==> src/verilog/hbr_params.svh <==
// timing and sizing constants for the bus-hang recovery block
// assumes a 200 MHz sampling clock (mclk)
`ifndef HBR_PARAMS_SVH
`define HBR_PARAMS_SVH

// ************************************************************
// clock and bus timing
// ************************************************************
`define HBR_MCLK_PERIOD_PS   5000
`define HBR_TLOW_MIN_NS      4700
`define HBR_THIGH_MIN_NS     4000
`define HBR_SCK_HIGH_MAX_NS  5000
`define HBR_HANG_FACTOR      4
`define HBR_TSU_STOP_NS      4000
`define HBR_PULSE_COUNT      9

// derived cycle counts: least times round up
`define HBR_TLOW_CYC  ((`HBR_TLOW_MIN_NS * 1000 + `HBR_MCLK_PERIOD_PS - 1) / `HBR_MCLK_PERIOD_PS)
`define HBR_THIGH_CYC ((`HBR_THIGH_MIN_NS * 1000 + `HBR_MCLK_PERIOD_PS - 1) / `HBR_MCLK_PERIOD_PS)
`define HBR_TSTOP_CYC ((`HBR_TSU_STOP_NS * 1000 + `HBR_MCLK_PERIOD_PS - 1) / `HBR_MCLK_PERIOD_PS)
`define HBR_HANG_CYC  ((`HBR_HANG_FACTOR * `HBR_SCK_HIGH_MAX_NS * 1000) / `HBR_MCLK_PERIOD_PS)

`endif

==> src/verilog/hbr_pkg.sv <==
// types for the bus-hang recovery block
// assumes hbr_params.svh supplies the numeric constants
package hbr_pkg;

  // ************************************************************
  // state machine
  // ************************************************************
  typedef enum logic [7:0] {
    HBR_IDLE   = 8'b0000_0001,
    HBR_WATCH  = 8'b0000_0010,
    HBR_LOW    = 8'b0000_0100,
    HBR_HIGH   = 8'b0000_1000,
    HBR_CHECK  = 8'b0001_0000,
    HBR_STOPLO = 8'b0010_0000,
    HBR_STOPHI = 8'b0100_0000,
    HBR_DONE   = 8'b1000_0000
  } hbr_state_t;

  // driven side of one open-drain pin, split into two signals
  typedef struct packed {
    logic out;
    logic oe_n;
  } hbr_od_t;

  // synchronised view of the bus wires
  typedef struct packed {
    logic sda;
    logic sck;
  } hbr_bus_t;

endpackage

==> src/verilog/hbr_recovery.sv <==
// i2c bus-hang recovery engine: watches master resets, sda and sck,
// and frees a slave stuck on sda with nine open-drain clocks, plus a stop in multi master mode
// assumes external pull-ups on sda and sck; pins are split in/out/oe_n
//
// Overview of operation
// - reset indication of each master is an input; sda and sck observed and driven
// - pins only ever pulled low or released, never driven high
// - on a master entering reset, sda is sampled for a stuck low
// - single master: sda low during reset means a hung bus
// - a hang gets nine sck pulses, sck left released high
// - each pulse keeps the minimum low and high phase times
// - after the pulses sda is sampled again to confirm release
// - multi master: any master in reset starts hang evaluation
// - sda high during a master reset means no hang, nothing done
// - sda low with sck toggling is another master's traffic, left alone
// - sda low and sck high beyond the timeout declares a hang
// - timeout is four times the slowest master's longest sck high
// - sda and sck sampled many times per bus clock period
// - multi master: a stop condition follows the nine pulses
// - a start is sda falling while sck is high
// - a stop is sda rising while sck is high, releasing the bus
`timescale 1ns/1ps
`include "hbr_params.svh"
module hbr_recovery
  import hbr_pkg::*;
#(
  parameter int NMASTER    = 2,
  parameter bit MULTI      = 1'b1,
  parameter int HANG_CYC   = `HBR_HANG_CYC,
  parameter int TLOW_CYC   = `HBR_TLOW_CYC,
  parameter int THIGH_CYC  = `HBR_THIGH_CYC,
  parameter int TSTOP_CYC  = `HBR_TSTOP_CYC,
  parameter int NPULSE     = `HBR_PULSE_COUNT
) (
  input  wire logic               mclk,
  input  wire logic               rst,
  input  wire logic [NMASTER-1:0] processor_reset_indication,
  input  wire logic               sda_in,
  input  wire logic               sck_in,
  output logic                    sda_out,
  output logic                    sda_oe_n,
  output logic                    sck_out,
  output logic                    sck_oe_n,
  output logic                    recovering,
  output logic                    hang_seen
);

  // ************************************************************
  // local widths
  // ************************************************************
  localparam int TW = $clog2(HANG_CYC + TLOW_CYC + THIGH_CYC + TSTOP_CYC + 2);
  localparam int PW = $clog2(NPULSE + 1);

  // cycle count cast to timer width; used by every timed phase
  function automatic logic [TW-1:0] cyc(input int n);
    cyc = TW'(n);
  endfunction

  // ************************************************************
  // design notes
  // ************************************************************
  // the block never drives a line high: every out bit is a constant
  // zero and only the enables move, so a wrong state can at worst
  // hold a line low, never fight a pull-up or another driver
  //
  // all bus decisions use the synchronised copies, which lag the wires
  // by two mclk edges; at 200 MHz that is far inside any bus phase,
  // so the lag only stretches the generated high phases a little
  //
  // the hang timer counts only while sck is seen high and still; a
  // slave stretching sck low is legal traffic and never ends a wait
  //
  // limitation: a slave that never lets go of sda keeps the nine-pulse
  // rounds going without end, even after the master reset is over
  //
  // trade-off: one down counter serves every timed phase, so the
  // watch timeout and the pulse phases can never overlap in time

  hbr_state_t        state_q;
  hbr_state_t        state_d;
  logic [TW-1:0]     timer_q;
  logic [PW-1:0]     pulses_q;
  logic [NMASTER-1:0] rst_sync;
  hbr_bus_t          bus;
  logic              any_reset;
  logic              sck_prev_q;
  logic              sck_edge;
  logic              timer_done;
  logic              sda_hold;
  hbr_od_t           sda_drv_q;
  hbr_od_t           sck_drv_q;
  logic              rec_q;
  logic              hang_q;

  // ************************************************************
  // input synchronisers
  // ************************************************************
  // reset indications
  hbr_sync #(.W(NMASTER)) u_rst_sync (
    .mclk     (mclk),
    .rst      (rst),
    .async_in (processor_reset_indication),
    .sync_out (rst_sync)
  );

  // fast bus sampling: mclk runs far above any bus clock
  hbr_sync #(.W(2)) u_bus_sync (
    .mclk     (mclk),
    .rst      (rst),
    .async_in ({sda_in, sck_in}),
    .sync_out (bus)
  );

  assign any_reset  = MULTI ? (|rst_sync) : rst_sync[0];
  assign timer_done = (timer_q == '0);

  // sck edge seen on the synchronised copy only
  always_ff @(posedge mclk or posedge rst) begin
    if (rst) begin
      sck_prev_q <= 1'b1;
    end else begin
      sck_prev_q <= bus.sck;
    end
  end
  assign sck_edge = (sck_prev_q != bus.sck);

  // ************************************************************
  // state machine
  // ************************************************************
  always_comb begin
    state_d = state_q;
    case (state_q)
      HBR_IDLE: begin
        if (any_reset) begin
          state_d = HBR_WATCH;
        end
      end
      HBR_WATCH: begin
        if (!any_reset) begin
          state_d = HBR_IDLE;
        end else if (bus.sda) begin
          state_d = HBR_WATCH;
        end else if (!MULTI) begin
          state_d = HBR_LOW;
        end else if (timer_done && bus.sck && !sck_edge) begin
          // sck stalled high too long; a late edge still counts as traffic
          state_d = HBR_LOW;
        end
      end
      HBR_LOW: begin
        if (timer_done) begin
          state_d = HBR_HIGH;
        end
      end
      HBR_HIGH: begin
        // high phase wait, stretched while sck held low
        if (timer_done && bus.sck) begin
          state_d = (pulses_q == PW'(NPULSE)) ? HBR_CHECK : HBR_LOW;
        end
      end
      HBR_CHECK: begin
        if (timer_done) begin
          if (!bus.sda) begin
            state_d = HBR_LOW;
          end else begin
            state_d = MULTI ? HBR_STOPLO : HBR_DONE;
          end
        end
      end
      HBR_STOPLO: begin
        if (timer_done) begin
          state_d = HBR_STOPHI;
        end
      end
      HBR_STOPHI: begin
        if (timer_done) begin
          state_d = HBR_DONE;
        end
      end
      HBR_DONE: begin
        // wait for reset to end before arming again
        if (!any_reset) begin
          state_d = HBR_IDLE;
        end
      end
      default: begin
        state_d = HBR_IDLE;
      end
    endcase
  end

  always_ff @(posedge mclk or posedge rst) begin
    if (rst) begin
      state_q <= HBR_IDLE;
    end else begin
      state_q <= state_d;
    end
  end

  // ************************************************************
  // phase timer
  // ************************************************************
  // one down counter serves watch timeout and every drive phase
  always_ff @(posedge mclk or posedge rst) begin
    if (rst) begin
      timer_q <= '0;
    end else if (state_q == HBR_WATCH && state_d == HBR_WATCH && (bus.sda || sck_edge || !bus.sck)) begin
      // the state check keeps a declared hang from loading the watch time into the low phase
      // toggling sck or low sck restarts the hang timer
      // timeout of four longest high times
      timer_q <= cyc(HANG_CYC);
    end else if (state_d != state_q) begin
      case (state_d)
        HBR_WATCH:  timer_q <= cyc(HANG_CYC);
        HBR_LOW:    timer_q <= cyc(TLOW_CYC);
        HBR_HIGH:   timer_q <= cyc(THIGH_CYC);
        HBR_CHECK:  timer_q <= cyc(TLOW_CYC);
        HBR_STOPLO: timer_q <= cyc(TLOW_CYC);
        HBR_STOPHI: timer_q <= cyc(TSTOP_CYC);
        default:    timer_q <= '0;
      endcase
    end else if (!timer_done && !(state_q == HBR_HIGH && !bus.sck)) begin
      timer_q <= timer_q - cyc(1);
    end
  end

  // ************************************************************
  // pulse counter
  // ************************************************************
  // nine pulses counted per round
  // cleared in watch and check so a repeated round counts nine afresh
  always_ff @(posedge mclk or posedge rst) begin
    if (rst) begin
      pulses_q <= '0;
    end else if (state_q == HBR_WATCH || state_q == HBR_CHECK) begin
      pulses_q <= '0;
    end else if (state_q == HBR_LOW && state_d == HBR_HIGH) begin
      pulses_q <= pulses_q + PW'(1);
    end
  end

  // ************************************************************
  // open-drain drivers
  // ************************************************************
  // sda is pulled one edge after sck goes low, so its fall never meets a
  // high sck (that would read as a start); it stays low across the edge
  // that releases sck and through the first half of the stop setup
  assign sda_hold = (state_q == HBR_STOPLO) ||
                    (state_q == HBR_STOPHI && state_d == HBR_STOPHI && timer_q > cyc(TSTOP_CYC / 2));

  // out is held low; only the enable moves
  always_ff @(posedge mclk or posedge rst) begin
    if (rst) begin
      sck_drv_q <= '{out: 1'b0, oe_n: 1'b1};
      sda_drv_q <= '{out: 1'b0, oe_n: 1'b1};
    end else begin
      // sck low phase pulled, released after last pulse
      sck_drv_q.out  <= 1'b0;
      sck_drv_q.oe_n <= !(state_d == HBR_LOW || state_d == HBR_STOPLO);
      // sda pulled low through the stop low phase and the first half of the stop setup, then
      // released while sck high to make the stop
      sda_drv_q.out  <= 1'b0;
      sda_drv_q.oe_n <= !sda_hold;
    end
  end

  // status flags
  // hang_seen is sticky so it can still be read once the master leaves
  // reset; only a fresh reset entry seen from idle clears it
  always_ff @(posedge mclk or posedge rst) begin
    if (rst) begin
      rec_q  <= 1'b0;
      hang_q <= 1'b0;
    end else begin
      rec_q <= !(state_d == HBR_IDLE || state_d == HBR_WATCH || state_d == HBR_DONE);
      if (state_q == HBR_WATCH && state_d == HBR_LOW) begin
        hang_q <= 1'b1;
      end else if (state_q == HBR_IDLE && any_reset) begin
        hang_q <= 1'b0;
      end
    end
  end

  assign sck_out    = sck_drv_q.out;
  assign sck_oe_n   = sck_drv_q.oe_n;
  assign sda_out    = sda_drv_q.out;
  assign sda_oe_n   = sda_drv_q.oe_n;
  assign recovering = rec_q;
  assign hang_seen  = hang_q;

endmodule

==> src/verilog/hbr_sync.sv <==
// two-flop synchroniser for pins arriving from outside mclk
// assumes the inputs are asynchronous levels
`timescale 1ns/1ps
module hbr_sync #(
  parameter int W = 1
) (
  input  wire logic         mclk,
  input  wire logic         rst,
  input  wire logic [W-1:0] async_in,
  output logic      [W-1:0] sync_out
);

  logic [W-1:0] meta_q;

  // first stage feeds only the second; idle level of the wires is high
  always_ff @(posedge mclk or posedge rst) begin
    if (rst) begin
      meta_q   <= '1;
      sync_out <= '1;
    end else begin
      meta_q   <= async_in;
      sync_out <= meta_q;
    end
  end

endmodule

==> config.mk <==
export PLATFORM = sky130hd
export DESIGN_NAME = hbr_recovery
export DESIGN_NICKNAME = d
export VERILOG_FILES = /design/src/verilog/hbr_pkg.sv /design/src/verilog/hbr_recovery.sv /design/src/verilog/hbr_sync.sv
export VERILOG_INCLUDE_DIRS = /design/src /design/src/verilog
export SDC_FILE = /design/constraint.sdc
export NUM_CORES = 1
export LEC_CHECK = 0
export BUFFER_PORTS_ARGS = -buffer_cell sky130_fd_sc_hd__buf_2
export CAP_MARGIN = 10
export CORE_ASPECT_RATIO = 1.75
export CORE_MARGIN = 1.5
export CORE_UTILIZATION = 30
export DETAILED_ROUTE_END_ITERATION = 8
export PLACE_DENSITY = 0.44
export SLEW_MARGIN = 10
export SYNTH_ARGS = -nofsm -noshare
export SYNTH_HDL_FRONTEND = slang
export SYNTH_SLANG_ARGS = --single-unit
==> constraint.sdc <==
create_clock -name mclk -period 3.75 [get_ports mclk]
set_input_delay 0.1875 -clock mclk [delete_from_list [all_inputs] [get_ports mclk]]
set_output_delay 0.1875 -clock mclk [all_outputs]
set_load 0.01 [all_outputs]
* Word-level counts from Yosys, hierarchy flattened
Index checks and enable logic that the tools add are counted.
** Operators by class
- Mux-type cells :: 21
- $add $sub $neg :: 2
- Reductions and logical operators :: 32
- Equality and inequality tests :: 19
- Order comparisons :: 1
** Operators by type and width (number)
- two-way mux 8 bit :: 10
- one-hot mux 8 bit (8 select lines) :: 1
- two-way mux 13 bit :: 3
- one-hot mux 12 bit (3 select lines) :: 1
- equality test 8 x 1 -> 1 bit (second input constant) :: 2
- equality test 8 x 2 -> 1 bit (second input constant) :: 2
- equality test 8 x 3 -> 1 bit (second input constant) :: 2
- equality test 8 x 4 -> 1 bit (second input constant) :: 2
- equality test 8 x 5 -> 1 bit (second input constant) :: 2
- equality test 8 x 6 -> 1 bit (second input constant) :: 2
- equality test 8 x 7 -> 1 bit (second input constant) :: 2
- equality test 8 bit (second input constant) :: 2
- > comparator 13 x 9 -> 1 bit (second input constant) :: 1
- zero test 13 bit :: 1
- subtractor 13 x 1 -> 13 bit (second input constant) :: 1
- logical AND 1 bit :: 11
- two-way mux 4 bit :: 2
- != test 8 bit :: 1
- zero test 1 bit :: 7
- logical OR 1 bit :: 7
- two-way mux 6 bit :: 1
- two-way mux 5 bit :: 1
- adder 4 x 1 -> 4 bit (second input constant) :: 1
- equality test 4 bit (second input constant) :: 1
- 6 further kinds :: 9
** Storage, ports and cells
- Register bits :: 38
- Logic and storage cells :: 87
- Output and inout bits :: 6
- Input bits :: 6

* Longest topological paths before layout
- Depth after elaboration :: 12
- Depth in mapped cells :: 12
- Depth with buffers taken out :: 9

* Hierarchy
A second synthesis with hierarchy kept.
** Unflattened totals
- Cells, all modules :: 226
- Area total of the unflattened synthesis :: 2197.1 µm²
** Modules (own cells, without submodules)
- hbr_recovery :: times used 1, cells an instance 216, area an instance 1979.4 µm²
- hbr_sync :: times used 2, cells an instance 5, area an instance 108.9 µm²

* Worst setup path before layout
OpenSTA, ideal clock, no wires.
- Path type :: reg2reg
- From :: register timer_q[0]
- To :: register timer_q[7]
- Cell stages (with the launch flop) :: 12
- Arrival time :: 2.644 ns
- Slack :: 1.029 ns
- Library setup time :: 0.076 ns
- Period minus slack after synthesis :: 2.721 ns
- Cell sequence :: dfrtp_1 -> inv_1 -> ha_1 -> or3b_2 -> clkbuf_2 -> or4_4 -> buf_6 -> nor3_2 -> or4b_1 -> a211o_4 -> mux2_1 -> o21ai_1
** Between the ends
- Cells in the longest elaborated chain, start to end :: 12
- Elaborated cells between the ends (all ways) :: 31
- Those cells by class :: 1 x add/sub; 7 x eq/ne; 13 x mux; 10 x reduce/logical
** Ends and longest elaborated chain
- start: declaration :: RTL line hbr_recovery.sv:81 : logic [TW-1:0] timer_q;
- start signal: assignment :: RTL line hbr_recovery.sv:211 : timer_q <= cyc(HANG_CYC);
- start signal: assignment :: RTL line hbr_recovery.sv:214 : HBR_WATCH: timer_q <= cyc(HANG_CYC);
- start signal: assignment :: RTL line hbr_recovery.sv:215 : HBR_LOW: timer_q <= cyc(TLOW_CYC);
- zero test 13 bit :: RTL line hbr_recovery.sv:115 : assign timer_done = (timer_q == '0);
- logical AND 1 bit :: RTL line hbr_recovery.sv:145, hbr_recovery.sv:157
- logical AND 1 bit :: RTL line hbr_recovery.sv:145 : end else if (timer_done && bus.sck && !sck_edge) begin
- two-way mux 8 bit :: RTL line hbr_recovery.sv:145
- two-way mux 8 bit :: RTL line hbr_recovery.sv:141 : end else if (bus.sda) begin
- two-way mux 8 bit :: RTL line hbr_recovery.sv:139 : if (!any_reset) begin
- one-hot mux 8 bit (8 select lines) :: RTL line hbr_recovery.sv:132 : case (state_q)
- equality test 8 x 3 -> 1 bit, or another cell as far along :: RTL line hbr_recovery.sv:213 : case (state_d)
- OR reduction 3 bit (no line) or OR reduction 2 bit (tied branches)
- one-hot mux 12 bit (3 select lines) :: RTL line hbr_recovery.sv:213
- two-way mux 13 bit :: RTL line hbr_recovery.sv:212 : end else if (state_d != state_q) begin
- two-way mux 13 bit :: RTL line hbr_recovery.sv:207 : end else if (state_q == HBR_WATCH && state_d == HBR_WATCH && (bus.sda || sck_edge || !bus.sck)) begin
Parallel ways exist; a longest one is shown, timed or not. The select of a mux whose other input is x is not followed.
A chain may end at the register's enable or synchronous reset.

* Worst setup path in the final report
- From :: register timer_q[0]
- To :: register timer_q[2]
The elaborated chain is that of the path after synthesis.

==> flow_summary.ini <==
[run_status]
status = completed

[layout]
nNetsFinal = 240
drive_gt1_share_pct = 20.3
final_core_util_pct = 35.5
final_cells = 316
diodes = 0
syn_to_final_growth_pct = 14.4

[sta]
finalHoldViolCount = 0
finalMaxSlewViolations = 0
rsz0062_at_grt = false
fmax_ghz = 0.346
fin_crit_sh_pct = 77.0
slew_headroom_pct = 56.7
tns_ns = 0
finalSetupViolCount = 0
fin_hold_ws_ns = 0.00455
setup_slack_ns = 0.863
period_needed_ns = 2.89
worstMarginPinSlew_ns = 0.647
finClkSkew_ns = 0.00418

[synth]
yosysWarnings = 0
synth_edf_count = 0
synth_ff_type = dfrtp_1
netlist_instances = 220
ys_ff_latch = 38
ys_types = 58
synthesis.area_mm2 = 0.00214
synthArstFlopShare_pct = 100
yosysSeqAreaShare_pct = 45.0
syn_avg_cell_area_um2 = 9.75

[global_route]
grt_usage_pct = 15.8
grt_pass1_wl_mm = 8.90
grt_pass1_vias = 1783
grt_overflow_total = 0
grt_max_degree = 39
antenna_found_initial = 0

[setup_path]
r2r-start = timer_q[0]$_DFFE_PP0P_
cp-end-kind = flop
arrival_ns = 3.05
critical-path-top-delay-family = simple AND/OR/NAND/NOR gates
reg2reg_to = timer_q[2]$_DFFE_PP0P_
crit_type = flop to flop
path_cells = inv_1 -> ha_1 -> or3b_2 -> or4_4 -> nor2_2 -> or4b_1 -> a211o_4 -> or2_1 -> o21ai_1
cp.buffers_inverters = 1
cp_slowest_cell = or4_4
rrSetupSlack_ns = 0.86
r2r_cells = 9
cpPeakStageDelay_ns = 0.59
required_ns = 3.91
crit_fanout = 9
start_kind = flop

[detailed_routing]
avgViaCountPerCell = 5.29
ant_nets = 0
num_vias = 1672
wl_mm = 5.49
drtIter0Drc = 46
drt_pass1_iterations = 4
avgRoutedWirePerCell_um = 17.4
drc = 0

[clocking]
cts_resized = 0
cts.sinks = 38
clk_latency_ns = 0.29
post_cts_buffers = 0
cts_made_buffers = 5
cts_tree = yes
clk_pin_slew_ns = 0.06
cts.path.max_buffers = 2
htreeDepth = 2
root_buffer = clkbuf_16

[pwr]
power_density_mw_per_mm2 = 690
leakage_nw = 1.04
peakVddDrop_uv = 294

[die]
start_util_pct = 31.1
die_w_um = 66.9
dieArea_mm2 = 0.00768
core_area_mm2 = 0.00691
die_h_um = 115
rows = 40
num_io_pins = 12

[job]
maxCapViolCount = 0

[place]
hpwlAfterDp_mm = 4.14
place_inst = 304
pre_cts_ws_ns = 0.842
gp_congestion = 0.882
io_buffers = 9

[hold_path]
hp-class = input port to asynchronous set/reset pin
## metrics by stage
stage	area (um2)	power, mW
after floorplan	2150	1.08
after global placement	2240	1.22
after detailed placement	2240	1.22
after CTS	2450	1.72
after global routing	2450	1.80
final	2450	1.69
## layer usage
metal	track usage [%]	vias to the layer above	wire length [um]
li1	-	810	-
met1	15.9	822	2120
met2	28.7	26	3070
met3	3.33	14	91
met4	9.93	0	214
met5	0	-	0
## how the worst max path moves through the flow
| stage | startpoint | end | slack, ns | cells after the start |
|---|---|---|---|---|
| after global routing | timer_q[0]$_DFFE_PP0P_ | timer_q[2]$_DFFE_PP0P_ | 0.67 | 9 |
| after CTS | timer_q[0]$_DFFE_PP0P_ | timer_q[2]$_DFFE_PP0P_ | 0.84 | 9 |
| after floorplan | timer_q[0]$_DFFE_PP0P_ | timer_q[7]$_DFFE_PP0P_ | 1.03 | 11 |
| after detailed placement | timer_q[0]$_DFFE_PP0P_ | timer_q[2]$_DFFE_PP0P_ | 0.84 | 9 |
| final | timer_q[0]$_DFFE_PP0P_ | timer_q[2]$_DFFE_PP0P_ | 0.86 | 9 |
| after global placement | timer_q[0]$_DFFE_PP0P_ | timer_q[2]$_DFFE_PP0P_ | 0.88 | 9 |
## registers in the layout, indices dropped and copies added, names as in the netlist
| name | flops |
|---|---|
| timer_q | 13 |
| state_q | 8 |
| pulses_q | 4 |
| u_bus_sync.meta_q | 2 |
| u_bus_sync.sync_out | 2 |
| u_rst_sync.meta_q | 2 |
| u_rst_sync.sync_out | 2 |
| hang_seen | 1 |
| recovering | 1 |
| sck_oe_n | 1 |
| sck_prev_q | 1 |
| sda_oe_n | 1 |
## cell families (layout without fill, tap and decap cells)
family	count (synthesis)	after routing	share of synthesized area (%)
muxes	1	1	0.525
AOI/OAI and AO/OA	49	49	16.2
other	1	2	0.175
and+or+nand+nor	91	91	24.7
adders and majority gates	3	3	1.75
buffers and inverters	21	32	5.08
DFF	38	38	45.0
xor gates and xnor gates	16	16	6.53
## worst reg2reg max path, stage by stage, from the launching register on
cell,delay [ns]
dfrtp_1,0.41
inv_1,0.07
ha_1,0.15
or3b_2,0.53
or4_4,0.59
nor2_2,0.29
or4b_1,0.20
a211o_4,0.14
or2_1,0.27
o21ai_1,0.12
## layout make-up
| type | instances | area [um2] |
|---|---|---|
| Clock buffer | 5 | 125 |
| Multi-Input combinational cell | 162 | 1070 |
| Timing Repair Buffer | 16 | 108 |
| Inverter | 8 | 30.0 |
| Sequential cell | 38 | 966 |
| Fill cell | 722 | 4450 |
| Tap cell | 84 | 105 |
| Clock inverter | 3 | 45.0 |
## synth_stat cells (6+ instances only)
library cell  instances  area share (%)
nand2_1              15             2.6
xnor2_1               7             2.9
dfrtp_1              26              30
nand4_1               6             1.8
dfstp_2              12              15
a21oi_1               6             1.4
inv_1                 8             1.4
nor2_1               26             4.6
xor2_1                9             3.7
nor4_1                8             2.3
o21ai_0               9             2.1
## placed cells by master, fill, tap and decap left out, types with 5 or more instances in the layout
cell type and instances:
a21oi_1 6, a31oi_1 5, inv_1 8, clkbuf_16 5
dfstp_2 12, xnor2_1 7, xor2_1 9, nand3_1 5
o21ai_0 9, nor4_1 8, nand2_1 15, nor2_1 26
buf_2 9, dfrtp_1 26, nand4_1 6
## where the power goes
group | leakage, nW | switching (mW) | total [mW] | internal, mW
sequential | 0.470 | 0.109 | 0.610 | 0.500
combinational | 0.495 | 0.347 | 0.598 | 0.251
clock | 0.0760 | 0.170 | 0.483 | 0.313
## timing repair
action | CTS | global route
hold buffers | 4 | 0
endpoints found under the setup margin | 0 | 0
endpoints found under the hold margin | 4 | 0
Power figures use the tool's default switching activity.
